==> config.mk <==
export PLATFORM = sky130hd
export DESIGN_NAME = wup_pattern_bank
export DESIGN_NICKNAME = d
export VERILOG_FILES = /design/src/logic/wup_sticky.v /design/src/logic/wup_matcher.v /design/src/logic/wup_pattern_bank.v
export VERILOG_INCLUDE_DIRS = /design/src /design/src/logic
export SDC_FILE = /design/constraint.sdc
export NUM_CORES = 2
export LEC_CHECK = 0
export ABC_AREA = 1
export BUFFER_PORTS_ARGS = -buffer_cell sky130_fd_sc_hd__clkbuf_2
export CAP_MARGIN = 5
export CORE_MARGIN = 4
export CORE_UTILIZATION = 63
export CTS_BUF_LIST = sky130_fd_sc_hd__clkbuf_8
export DETAILED_ROUTE_END_ITERATION = 12
export GPL_TIMING_DRIVEN = 0
export PLACE_DENSITY = 0.91
export REMOVE_ABC_BUFFERS = 1
export SLEW_MARGIN = 20
export SYNTH_ARGS = -nofsm -noshare
export SYNTH_HDL_FRONTEND = slang
export SYNTH_HIERARCHICAL = 1
export SYNTH_SLANG_ARGS = --single-unit
export TNS_END_PERCENT = 30
==> constraint.sdc <==
create_clock -name sys_clk -period 7.5 [get_ports sys_clk]
set_input_delay 2.25 -clock sys_clk [delete_from_list [all_inputs] [get_ports sys_clk]]
set_output_delay 2.25 -clock sys_clk [all_outputs]
set_load 0.05 [all_outputs]
==> src/logic/wup_defines.vh <==
// register map, field positions, reset values and matcher constants of the wake-up pattern bank
`ifndef WUP_DEFINES_VH
`define WUP_DEFINES_VH

// register byte offsets
`define WUP_OFS_WAKE_CTRL       8'h48
`define WUP_OFS_START_OFFSETS   8'h4C
`define WUP_OFS_PAT0_CRC        8'h50
`define WUP_OFS_PAT1_CRC        8'h54
`define WUP_OFS_PAT2_CRC        8'h58
`define WUP_OFS_PAT3_CRC        8'h5C
`define WUP_OFS_PAT0_MASK_LOW   8'h60
`define WUP_OFS_PAT0_MASK_HIGH  8'h64
`define WUP_OFS_PAT1_MASK_LOW   8'h68
`define WUP_OFS_PAT1_MASK_HIGH  8'h6C
`define WUP_OFS_PAT2_MASK_LOW   8'h70
`define WUP_OFS_PAT2_MASK_HIGH  8'h74
`define WUP_OFS_PAT3_MASK_LOW   8'h78
`define WUP_OFS_PAT3_MASK_HIGH  8'h7C
`define WUP_OFS_IRQ_STATUS      8'h80
`define WUP_OFS_IRQ_MASK        8'h84
`define WUP_OFS_POWER_CAP       8'hDC
`define WUP_OFS_PM_CTRL         8'hE0

// reset values
`define WUP_RST_PAT0_CRC        32'hFFFFFFFF
`define WUP_RST_PAT1_CRC        32'hFFFFFFFF
`define WUP_RST_PAT2_CRC        32'h0FFFFFFF
`define WUP_RST_PAT3_CRC        32'hFFFFFFFF
`define WUP_RST_MASK            32'h00000000

// capability word fields
`define WUP_CAP_WAKE_SUPPORT    5'h0B
`define WUP_CAP_STATE2_SUP      1'b0
`define WUP_CAP_STATE1_SUP      1'b1
`define WUP_CAP_DEV_INIT        1'b0
`define WUP_CAP_NEEDS_BUS_CLK   1'b0
`define WUP_CAP_REVISION        3'h1
`define WUP_CAP_NEXT_ITEM       8'h00
`define WUP_CAP_IDENTIFIER      8'h01

// wake control word fields
`define WUP_CTRL_FLAG_LSB       17
`define WUP_CTRL_DET_EN_BIT     1

// power control word fields
`define WUP_PM_STATUS_BIT       15
`define WUP_PM_ENABLE_BIT       8
`define WUP_PM_STATE_D0         2'h0
`define WUP_PM_STATE_D3HOT      2'h3
`define WUP_PM_STATE_BAD        2'h2

// ethernet crc-32, reflected form
`define WUP_CRC_POLY            32'hEDB88320
`define WUP_CRC_INIT            32'hFFFFFFFF

`endif

==> src/logic/wup_sticky.v <==
// sticky flag bank: set beats clear in the same cycle
`timescale 1ns/1ps
module wup_sticky #(
   parameter WIDTH = 4
) (
   input  wire             sys_clk,
   input  wire             rst_n,
   input  wire [WIDTH-1:0] setBits,
   input  wire [WIDTH-1:0] clrBits,
   output reg  [WIDTH-1:0] flags_q
);

   // clear first, then set, so an event never falls into the clear cycle
   always @(posedge sys_clk) begin
      if (!rst_n) begin
         flags_q <= {WIDTH{1'b0}};
      end else begin
         flags_q <= (flags_q & ~clrBits) | setBits;
      end
   end

endmodule

==> src/logic/wup_matcher.v <==
// one wake-up pattern matcher: masked crc over a 64-byte window from an offset
`timescale 1ns/1ps
`include "wup_defines.vh"
module wup_matcher #(
   parameter POS_W = 11
) (
   input  wire             sys_clk,
   input  wire             rst_n,
   input  wire             frameStart,
   input  wire             byteValid,
   input  wire [7:0]       byteData,
   input  wire [POS_W-1:0] bytePos,
   input  wire             frameEnd,
   input  wire [7:0]       startOffset,
   input  wire [63:0]      maskWord,
   input  wire [31:0]      matchValue,
   output reg              matchPulse_q
);

   reg  [31:0]      crc_q;
   reg  [63:0]      seen_q;
   wire [POS_W-1:0] relPos;
   wire             inWindow;

   // one byte step of the reflected ethernet crc
   function [31:0] crcByte;
      input [31:0] c;
      input [7:0]  d;
      integer      i;
      reg   [31:0] r;
      begin
         r = c ^ {24'h000000, d};
         for (i = 0; i < 8; i = i + 1) begin
            r = r[0] ? ((r >> 1) ^ `WUP_CRC_POLY) : (r >> 1);
         end
         crcByte = r;
      end
   endfunction

   // window position relative to the pattern offset
   assign relPos   = bytePos - {{(POS_W-8){1'b0}}, startOffset};
   assign inWindow = (bytePos >= {{(POS_W-8){1'b0}}, startOffset})
                   && (relPos < 64);

   // crc runs only over selected bytes; seen marks which window bytes arrived
   always @(posedge sys_clk) begin
      if (!rst_n) begin
         crc_q        <= `WUP_CRC_INIT;
         seen_q       <= 64'h0000000000000000;
         matchPulse_q <= 1'b0;
      end else begin
         matchPulse_q <= 1'b0;
         if (frameStart) begin
            crc_q  <= `WUP_CRC_INIT;
            seen_q <= 64'h0000000000000000;
         end else if (byteValid && inWindow) begin
            seen_q[relPos[5:0]] <= 1'b1;
            if (maskWord[relPos[5:0]]) begin          // see R2
               crc_q <= crcByte(crc_q, byteData);
            end
         end
         // short frame never reaches every selected byte, so it fails
         if (frameEnd) begin
            matchPulse_q <= (maskWord != 64'h0000000000000000)
                         && ((seen_q & maskWord) == maskWord)
                         && ((~crc_q) == matchValue);
         end
      end
   end

endmodule

==> src/logic/wup_pattern_bank.v <==
// wake-up pattern register bank with ahb-lite slave, matchers and wake output
//
// Functional notes
// patterns 1 to 3 each own a 32-bit read/write crc match value.
// first mask word bit n selects frame byte n, n 0..31.
// second mask word bit n selects frame byte 32+n, up to 63.
// four patterns 0..3, each with two read/write mask words, 64 bytes.
// capability bits 31..27 read 01011, wake from D3 hot, D1, D0.
// capability bit 26 reads 0, no D2 state.
// capability bit 25 reads 1, D1 state supported.
// capability bit 21 reads 0, no special init needed.
// capability bit 19 reads 0, wake needs no bus clock.
// capability revision bits 18..16 read 001.
// next item pointer bits 15..8 read zero.
// capability identifier bits 7..0 read 01 hex.
// reserved capability bits read zero; writes to capability ignored.
// enabled detector match sets pattern flag; write 1 clears, 0 keeps.
// each pattern has an 8-bit start offset into the frame.
// wake signal active while wake status and wake enable both set.
// pattern 0 crc match value, read/write, resets to all ones.
// match means masked-byte crc-32 from offset equals stored value.
// frame too short for highest selected byte does not match.
`timescale 1ns/1ps
`include "wup_defines.vh"
module wup_pattern_bank #(
   parameter POS_W = 11
) (
   input  wire        sys_clk,
   input  wire        rst_n,
   // ahb-lite slave
   input  wire        hsel,
   input  wire [31:0] haddr,
   input  wire [1:0]  htrans,
   input  wire        hwrite,
   input  wire [2:0]  hsize,
   input  wire [31:0] hwdata,
   input  wire        hready,
   output reg  [31:0] hrdata,
   output reg         hreadyout,
   output reg         hresp,
   // receive byte stream, same clock domain
   input  wire        frameStart,
   input  wire        byteValid,
   input  wire [7:0]  byteData,
   input  wire        frameEnd,
   // wake and interrupt
   output reg         wake_signal_n,
   output reg         irq
);

   // address phase capture
   reg         wrPend_q;
   reg         rdPend_q;
   reg  [7:0]  addr_q;

   // software registers
   reg  [31:0] pat0Crc_q;
   reg  [31:0] pat1Crc_q;
   reg  [31:0] pat2Crc_q;
   reg  [31:0] pat3Crc_q;
   reg  [31:0] maskLow_q  [0:3];
   reg  [31:0] maskHigh_q [0:3];
   reg  [31:0] offsets_q;
   reg         detEnable_q;
   reg         wakeEnable_q;
   reg  [1:0]  pmState_q;
   reg  [3:0]  irqMask_q;
   reg  [POS_W-1:0] bytePos_q;

   wire [3:0]  matchPulse;
   wire [3:0]  flags;
   wire [3:0]  irqStatus;
   wire        wakeStatus;
   wire        addrPhase;
   wire        wrCtrl;
   wire        wrPm;
   wire        leaveD3;
   wire [3:0]  flagSet;
   wire [3:0]  flagClr;
   wire [3:0]  irqClr;
   wire [31:0] capWord;
   wire [31:0] rdValue;
   integer     k;

   assign addrPhase = hsel && htrans[1] && hready;
   assign wrCtrl    = wrPend_q && (addr_q == `WUP_OFS_WAKE_CTRL);
   assign wrPm      = wrPend_q && (addr_q == `WUP_OFS_PM_CTRL);

   // hot D3 to D0 drops the enables, as the power state machine requires
   assign leaveD3 = wrPm && (pmState_q == `WUP_PM_STATE_D3HOT)
                 && (hwdata[1:0] == `WUP_PM_STATE_D0);

   // capability word is pure wiring, no storage to write
   assign capWord = {`WUP_CAP_WAKE_SUPPORT,
                     `WUP_CAP_STATE2_SUP,
                     `WUP_CAP_STATE1_SUP,
                     3'h0,
                     `WUP_CAP_DEV_INIT,
                     1'b0,
                     `WUP_CAP_NEEDS_BUS_CLK,
                     `WUP_CAP_REVISION,
                     `WUP_CAP_NEXT_ITEM,
                     `WUP_CAP_IDENTIFIER};

   // ahb address phase: writes go zero-wait, reads take one wait state
   always @(posedge sys_clk) begin
      if (!rst_n) begin
         wrPend_q <= 1'b0;
         rdPend_q <= 1'b0;
         addr_q   <= 8'h00;
      end else begin
         wrPend_q <= 1'b0;
         rdPend_q <= 1'b0;
         if (addrPhase) begin
            wrPend_q <= hwrite;
            rdPend_q <= ~hwrite;
            addr_q   <= (haddr[31:8] == 24'h000000) ? {haddr[7:2], 2'b00} : 8'hFF;
         end
      end
   end

   // ready drops for the first read data cycle so read data come from a flop
   always @(posedge sys_clk) begin
      if (!rst_n) begin
         hreadyout <= 1'b1;
         hresp     <= 1'b0;
      end else begin
         hresp <= 1'b0;
         if (addrPhase && !hwrite) begin
            hreadyout <= 1'b0;
         end else begin
            hreadyout <= 1'b1;
         end
      end
   end

   // read mux, unmapped addresses read zero
   assign rdValue =
        (addr_q == `WUP_OFS_WAKE_CTRL)      ? {11'h000, flags, 15'h0000, detEnable_q, 1'b0}
      : (addr_q == `WUP_OFS_START_OFFSETS)  ? offsets_q
      : (addr_q == `WUP_OFS_PAT0_CRC)       ? pat0Crc_q
      : (addr_q == `WUP_OFS_PAT1_CRC)       ? pat1Crc_q
      : (addr_q == `WUP_OFS_PAT2_CRC)       ? pat2Crc_q
      : (addr_q == `WUP_OFS_PAT3_CRC)       ? pat3Crc_q
      : (addr_q == `WUP_OFS_PAT0_MASK_LOW)  ? maskLow_q[0]
      : (addr_q == `WUP_OFS_PAT0_MASK_HIGH) ? maskHigh_q[0]
      : (addr_q == `WUP_OFS_PAT1_MASK_LOW)  ? maskLow_q[1]
      : (addr_q == `WUP_OFS_PAT1_MASK_HIGH) ? maskHigh_q[1]
      : (addr_q == `WUP_OFS_PAT2_MASK_LOW)  ? maskLow_q[2]
      : (addr_q == `WUP_OFS_PAT2_MASK_HIGH) ? maskHigh_q[2]
      : (addr_q == `WUP_OFS_PAT3_MASK_LOW)  ? maskLow_q[3]
      : (addr_q == `WUP_OFS_PAT3_MASK_HIGH) ? maskHigh_q[3]
      : (addr_q == `WUP_OFS_IRQ_STATUS)     ? {28'h0000000, irqStatus}
      : (addr_q == `WUP_OFS_IRQ_MASK)       ? {28'h0000000, irqMask_q}
      : (addr_q == `WUP_OFS_POWER_CAP)      ? capWord
      : (addr_q == `WUP_OFS_PM_CTRL)        ? {16'h0000, wakeStatus, 6'h00, wakeEnable_q,
                                               6'h00, pmState_q}
      : 32'h00000000;

   // read data registered in the wait cycle, cleared when idle
   always @(posedge sys_clk) begin
      if (!rst_n) begin
         hrdata <= 32'h00000000;
      end else if (rdPend_q) begin
         hrdata <= rdValue;
      end else begin
         hrdata <= 32'h00000000;
      end
   end

   // crc match values, whole-word writes in the data phase
   always @(posedge sys_clk) begin
      if (!rst_n) begin
         pat0Crc_q <= `WUP_RST_PAT0_CRC;
         pat1Crc_q <= `WUP_RST_PAT1_CRC;
         pat2Crc_q <= `WUP_RST_PAT2_CRC;
         pat3Crc_q <= `WUP_RST_PAT3_CRC;
      end else if (wrPend_q) begin
         case (addr_q)
            `WUP_OFS_PAT0_CRC: begin
               pat0Crc_q <= hwdata;
            end
            `WUP_OFS_PAT1_CRC: begin
               pat1Crc_q <= hwdata;
            end
            `WUP_OFS_PAT2_CRC: begin
               pat2Crc_q <= hwdata;
            end
            `WUP_OFS_PAT3_CRC: begin
               pat3Crc_q <= hwdata;
            end
            default: begin
               pat0Crc_q <= pat0Crc_q;
            end
         endcase
      end
   end

   // mask word pairs, pattern index from address bits 4:3
   always @(posedge sys_clk) begin
      if (!rst_n) begin
         for (k = 0; k < 4; k = k + 1) begin
            maskLow_q[k]  <= `WUP_RST_MASK;
            maskHigh_q[k] <= `WUP_RST_MASK;
         end
      end else if (wrPend_q && (addr_q >= `WUP_OFS_PAT0_MASK_LOW)
                   && (addr_q <= `WUP_OFS_PAT3_MASK_HIGH)) begin
         if (addr_q[2]) begin
            maskHigh_q[addr_q[4:3]] <= hwdata;              // see R3
         end else begin
            maskLow_q[addr_q[4:3]]  <= hwdata;              // see R2
         end
      end
   end

   // offsets, detector enable, power state and wake enable
   always @(posedge sys_clk) begin
      if (!rst_n) begin
         offsets_q    <= 32'h00000000;
         detEnable_q  <= 1'b0;
         wakeEnable_q <= 1'b0;
         pmState_q    <= `WUP_PM_STATE_D0;
         irqMask_q    <= 4'h0;
      end else begin
         if (wrPend_q && (addr_q == `WUP_OFS_START_OFFSETS)) begin
            offsets_q <= hwdata;
         end
         if (wrPend_q && (addr_q == `WUP_OFS_IRQ_MASK)) begin
            irqMask_q <= hwdata[3:0];
         end
         if (leaveD3) begin
            detEnable_q  <= 1'b0;
            wakeEnable_q <= 1'b0;
         end else begin
            if (wrCtrl) begin
               detEnable_q <= hwdata[`WUP_CTRL_DET_EN_BIT];
            end
            if (wrPm) begin
               wakeEnable_q <= hwdata[`WUP_PM_ENABLE_BIT];
            end
         end
         // the undefined state code is refused, state stays put
         if (wrPm && (hwdata[1:0] != `WUP_PM_STATE_BAD)) begin
            pmState_q <= hwdata[1:0];
         end
      end
   end

   // byte position within the frame, saturates on very long frames
   always @(posedge sys_clk) begin
      if (!rst_n) begin
         bytePos_q <= {POS_W{1'b0}};
      end else if (frameStart) begin
         bytePos_q <= {POS_W{1'b0}};
      end else if (byteValid && (bytePos_q != {POS_W{1'b1}})) begin
         bytePos_q <= bytePos_q + {{(POS_W-1){1'b0}}, 1'b1};
      end
   end

   // four matchers share the byte stream, each with its own window
   wup_matcher #(.POS_W(POS_W)) matcher0 (
      .sys_clk      (sys_clk),
      .rst_n        (rst_n),
      .frameStart   (frameStart),
      .byteValid    (byteValid),
      .byteData     (byteData),
      .bytePos      (bytePos_q),
      .frameEnd     (frameEnd),
      .startOffset  (offsets_q[7:0]),
      .maskWord     ({maskHigh_q[0], maskLow_q[0]}),
      .matchValue   (pat0Crc_q),
      .matchPulse_q (matchPulse[0])
   );
   wup_matcher #(.POS_W(POS_W)) matcher1 (
      .sys_clk      (sys_clk),
      .rst_n        (rst_n),
      .frameStart   (frameStart),
      .byteValid    (byteValid),
      .byteData     (byteData),
      .bytePos      (bytePos_q),
      .frameEnd     (frameEnd),
      .startOffset  (offsets_q[15:8]),
      .maskWord     ({maskHigh_q[1], maskLow_q[1]}),
      .matchValue   (pat1Crc_q),
      .matchPulse_q (matchPulse[1])
   );
   wup_matcher #(.POS_W(POS_W)) matcher2 (
      .sys_clk      (sys_clk),
      .rst_n        (rst_n),
      .frameStart   (frameStart),
      .byteValid    (byteValid),
      .byteData     (byteData),
      .bytePos      (bytePos_q),
      .frameEnd     (frameEnd),
      .startOffset  (offsets_q[23:16]),
      .maskWord     ({maskHigh_q[2], maskLow_q[2]}),
      .matchValue   (pat2Crc_q),
      .matchPulse_q (matchPulse[2])
   );
   wup_matcher #(.POS_W(POS_W)) matcher3 (
      .sys_clk      (sys_clk),
      .rst_n        (rst_n),
      .frameStart   (frameStart),
      .byteValid    (byteValid),
      .byteData     (byteData),
      .bytePos      (bytePos_q),
      .frameEnd     (frameEnd),
      .startOffset  (offsets_q[31:24]),
      .maskWord     ({maskHigh_q[3], maskLow_q[3]}),
      .matchValue   (pat3Crc_q),
      .matchPulse_q (matchPulse[3])
   );

   // received flags: set by enabled matches, cleared by write-one or wake status clear
   assign flagSet = detEnable_q ? matchPulse : 4'h0;
   assign flagClr = (wrCtrl ? hwdata[`WUP_CTRL_FLAG_LSB+3:`WUP_CTRL_FLAG_LSB] : 4'h0)
                  | ((wrPm && hwdata[`WUP_PM_STATUS_BIT]) ? 4'hF : 4'h0);

   wup_sticky #(.WIDTH(4)) flagBank (
      .sys_clk (sys_clk),
      .rst_n   (rst_n),
      .setBits (flagSet),
      .clrBits (flagClr),
      .flags_q (flags)
   );

   // wake status follows any enabled match, cleared by writing one
   wup_sticky #(.WIDTH(1)) wakeBank (
      .sys_clk (sys_clk),
      .rst_n   (rst_n),
      .setBits (|flagSet),
      .clrBits (wrPm && hwdata[`WUP_PM_STATUS_BIT]),
      .flags_q (wakeStatus)
   );

   // interrupt status clears when its read data are sampled
   assign irqClr = (rdPend_q && (addr_q == `WUP_OFS_IRQ_STATUS)) ? 4'hF : 4'h0;

   wup_sticky #(.WIDTH(4)) irqBank (
      .sys_clk (sys_clk),
      .rst_n   (rst_n),
      .setBits (matchPulse),
      .clrBits (irqClr),
      .flags_q (irqStatus)
   );

   // outputs registered; wake is low active
   always @(posedge sys_clk) begin
      if (!rst_n) begin
         wake_signal_n <= 1'b1;
         irq           <= 1'b0;
      end else begin
         wake_signal_n <= ~(wakeStatus && wakeEnable_q);
         irq           <= |(irqStatus & irqMask_q);
      end
   end

endmodule

==> metrics.md <==
| Metric | Value |
|---|---|
| Status | `finished clean` |
| Total number of vias | `50,563` |
| Total number of H-tree levels | `4` |
| Standard-cell rows | `101` |
| Largest net degree at the start of global routing | `70` |
| Area added between synthesis and finish | `8.33%` |
| Clk slew on worst S/H paths | `0.06 ns` |
| Most common library cell in the layout ignoring fill and taps | `nand2_1` |
| Number of iterations in the first detailed-routing pass | `8` |
| Worst slew margin relative to its limit | `21.3%` |
| Gr usage total | `49.9%` |
| Clock tree from TritonCTS | `built` |
| Share of the yosys chip area belonging to registers | `41.5%` |
| Final hold violation count | `0` |
| Power density of the placed cells | `211 mW/mm^2` |
| R2r setup slk | `2.34 ns` |
| Via count of the first global-routing pass | `between 40,000 and 50,000` |
| Fraction of layout instances using a drive strength above 1 | `around 8.4%` |
| Worst Path Arrival | `around 6.4 ns` |
| Net count of the finished layout | `about 7,000` |
| Post-CTS setup repair buffer count | `0` |
| Slew at the pin closest to its max-slew limit | `1.18 ns` |
| Total Routed Length | `211,000 um` |
| DP Cell Count | `7,736` |
| Async set or reset register ratio after synthesis | `0%` |
| Fin. max-slew vios | `0` |
| Flip-flop and latch count after synthesis | `876` |
| Initial antenna violation count | `11` |
| Post-synthesis cell count | `6,858` |
| Number of buffers added by the clock tree synthesis step | `146` |
| Reg-to-reg critical path startpoint | `bytePos_q[0]$_SDFFE_PP0P_` |
| Starting density of the core | `63.6%` |
| Final min period | `a little under 6 ns` |
| Worst hold path type | `reg2reg` |
| Data required time at the worst endpoint | `8.01 ns` |
| DR WL/cell | `around 26 um` |
| Hold Path Sink | `irqBank/flags_q[1]$_SDFF_PN0_` |
| Post-cts resize count | `0` |
| Critical path fanouts, max | `a little under 70` |
| Count of endpoints failing setup in the final report | `0` |
| Category of the critical setup timing path | `in2reg` |
| Avg Vias per Cell | `between 6 and 7` |
| Clock root buffer | `clkbuf_8` |
| Remaining DRCs | `0` |
| RSZ-0062 raised after global routing | `no` |
| Largest vdd supply drop | `0.000286 V` |
| Pwr Total | `11,100 uW` |
| Highest attainable clock frequency | `169 MHz` |
| Global-route wire length before repair | `299,000 um` |
| Violation count after the first detailed-route iteration | `about 8,400` |
| Worst-case clock buffer depth | `3` |
| Final Instance Count excl. Fillers | `8,016` |
| Commonest cells after routing, fill and taps aside | `nand2_1 (2,006), inv_1 (890), nor2_1 (683)` |
| Critical register-to-register path endpoint | `matcher2/crc_q[22]$_SDFFE_PP1P_` |
| Skew-Pair Late Insertion Delay | `0.84 ns` |
| Die Outline Area | `0.0813 sq mm` |
| Floorplan core area | `0.0761 sq mm` |
| Number of warnings printed during yosys synthesis | `6` |
| Hold Buf Count CTS | `0` |
| Category of the worst setup path launch point | `input pin` |
| LEAKAGE | `0.0242 uW` |
| Clock sink total | `roughly 880` |
| Type of destination of the critical path | `flip-flop` |
| Number of library cell types mapped by synthesis | `55` |
| Number of flops mapped to enable cells by yosys | `~260` |
| Cell area after technology mapping | `0.0484 sq mm` |
| Boundary pin count | `between 100 and 150` |
| FF-to-FF path depth | `16` |
| Post-route clock period utilization | `around 80%` |
| Hold_sp | `matcher1/matchPulse_q$_SDFF_PN0_` |
| Die span in y | `roughly 290 um` |
| IO Port Bufs | `between 100 and 150` |
| Global route total overflow | `0` |
| Final Wtd Congestion | `about 1.1` |
| Average cell area after synthesis | `7.05 sq um` |
| Number of maximum-capacitance violations | `0` |
| Final antenna-violating net count | `0` |
| Die Span X | `around 290 um` |
| Final HPWL DP | `155,000 um` |
| Worst Hold Depth | `2` |
| Post-synth top flop | `dfxtp_1` |
| Maximum clock skew at final layout | `roughly 0.042 ns` |
-- metrics by stage --
| step | setup WS (ns) | setup TNS (ns) | utilization (%) | instance area, sq um | hold WS [ns] |
|---|---|---|---|---|---|
| 2_1_floorplan | 2.44 | 0 | - | 46900 | 0.381 |
| 3_3_place_gp | -2.23 | -444.58 | 64.1 | 48800 | 0.436 |
| 3_5_place_dp | 1.10 | 0 | 64.8 | 49300 | 0.440 |
| 4_1_cts | 1.94 | 0 | 68.8 | 52400 | 0.449 |
| 5_1_grt | 1.51 | 0 | 68.9 | 52400 | 0.470 |
| 6_report | 1.58 | 0 | 68.9 | 52400 | 0.448 |
-- cell type report --
type,count,area [sq um]
fillers,6728,23700
multi-input cells,4802,23600
flip-flops and latches,876,20100
inverters,899,3380
clock buffers,181,2490
well taps,1030,1290
repair buffers,130,947
clock inverters,91,607
diodes,7,17.5
-- critical path: stages --
cell and delay, ns:
clkbuf_8 0.43, buf_16 0.33, inv_4 0.30, buf_16 0.29, nor2_2 0.15, clkinv_2 0.72, nor2_4 0.35, nand2_2 0.52
nand2_2 0.58, buf_16 0.23
-- cell usage after synthesis (29+ instances only) --
master       n  area share [%]
or2_2       30            0.39
o22ai_1    124             1.6
a31oi_1     96             1.2
dfxtp_1    620              26
nand4_1     94             1.2
nor3_1      65            0.67
nor4_1      80             1.0
inv_2       44            0.34
buf_2       84            0.87
clkbuf_1   137             1.1
nand3_1    518             5.4
o21ai_0    143             1.5
nand2_2     60            0.78
inv_1      841             6.5
edfxtp_1   256              16
xnor2_1     70             1.3
nor2_1     689             5.3
a21oi_1    313             3.2
ha_1        33            0.85
buf_4       29            0.45
o211ai_1    85             1.3
a221oi_1    35            0.63
xor2_1     183             3.3
nand2_1   2014              16
-- per-layer routing --
| metal | vias up | part of all wire (%) | GRT usage (%) | wire length [um] |
|---|---|---|---|---|
| li1 | 22246 | - | - | - |
| met3 | 997 | 16 | 16.7 | 33100 |
| met5 | - | 0.036 | 0 | 76 |
| met2 | 4201 | 41 | 72.2 | 85400 |
| met1 | 23109 | 34 | 61.5 | 71400 |
| met4 | 10 | 9.8 | 37.7 | 20700 |
-- flip-flops by register name, indices dropped and copies added (netlist names), 2 cells and up --
register and cells:
addr_q 7, bytePos_q 11, flagBank/flags_q 4, hrdata 32, irqBank/flags_q 4, irqMask_q 4, maskHigh_q 128, maskLow_q 128
matcher0/crc_q 32, matcher0/seen_q 64, matcher1/crc_q 32, matcher1/seen_q 64, matcher2/crc_q 32, matcher2/seen_q 64, matcher3/crc_q 32, matcher3/seen_q 64
offsets_q 32, pat0Crc_q 32, pat1Crc_q 32, pat2Crc_q 32, pat3Crc_q 32, pmState_q 2
-- how the worst max path moves through the flow --
stage	to	cells past startpoint	from	slack (ns)
after floorplan	maskHigh_q[1][0]$_SDFFCE_PN0P_	6	rst_n	2.44
after global placement	maskHigh_q[0][14]$_SDFFCE_PN0P_	7	rst_n	-2.23
after detailed placement	maskHigh_q[0][0]$_SDFFCE_PN0P_	10	rst_n	1.10
after CTS	maskHigh_q[0][17]$_SDFFCE_PN0P_	10	rst_n	1.94
after global routing	maskHigh_q[0][17]$_SDFFCE_PN0P_	10	rst_n	1.51
final	maskHigh_q[0][10]$_SDFFCE_PN0P_	10	rst_n	1.58
-- where the power goes --
group | internal (uW) | total, uW | switching (uW)
logic | 411 | 1410 | 1000
clock network | 2410 | 4540 | 2130
registers | 4960 | 5110 | 156
-- cells by family after synthesis --
group | Yosys count | synth area share, %
and+or+nand+nor | 3655 | 32.3
AOI/OAI and AO/OA | 852 | 10.4
buffers and inverters | 1180 | 10.0
xor gates and xnor gates | 257 | 4.73
DFF | 876 | 41.5
other | 1 | 0.00775
adders and majority gates | 37 | 1.02
Power figures use the tool's default switching activity.
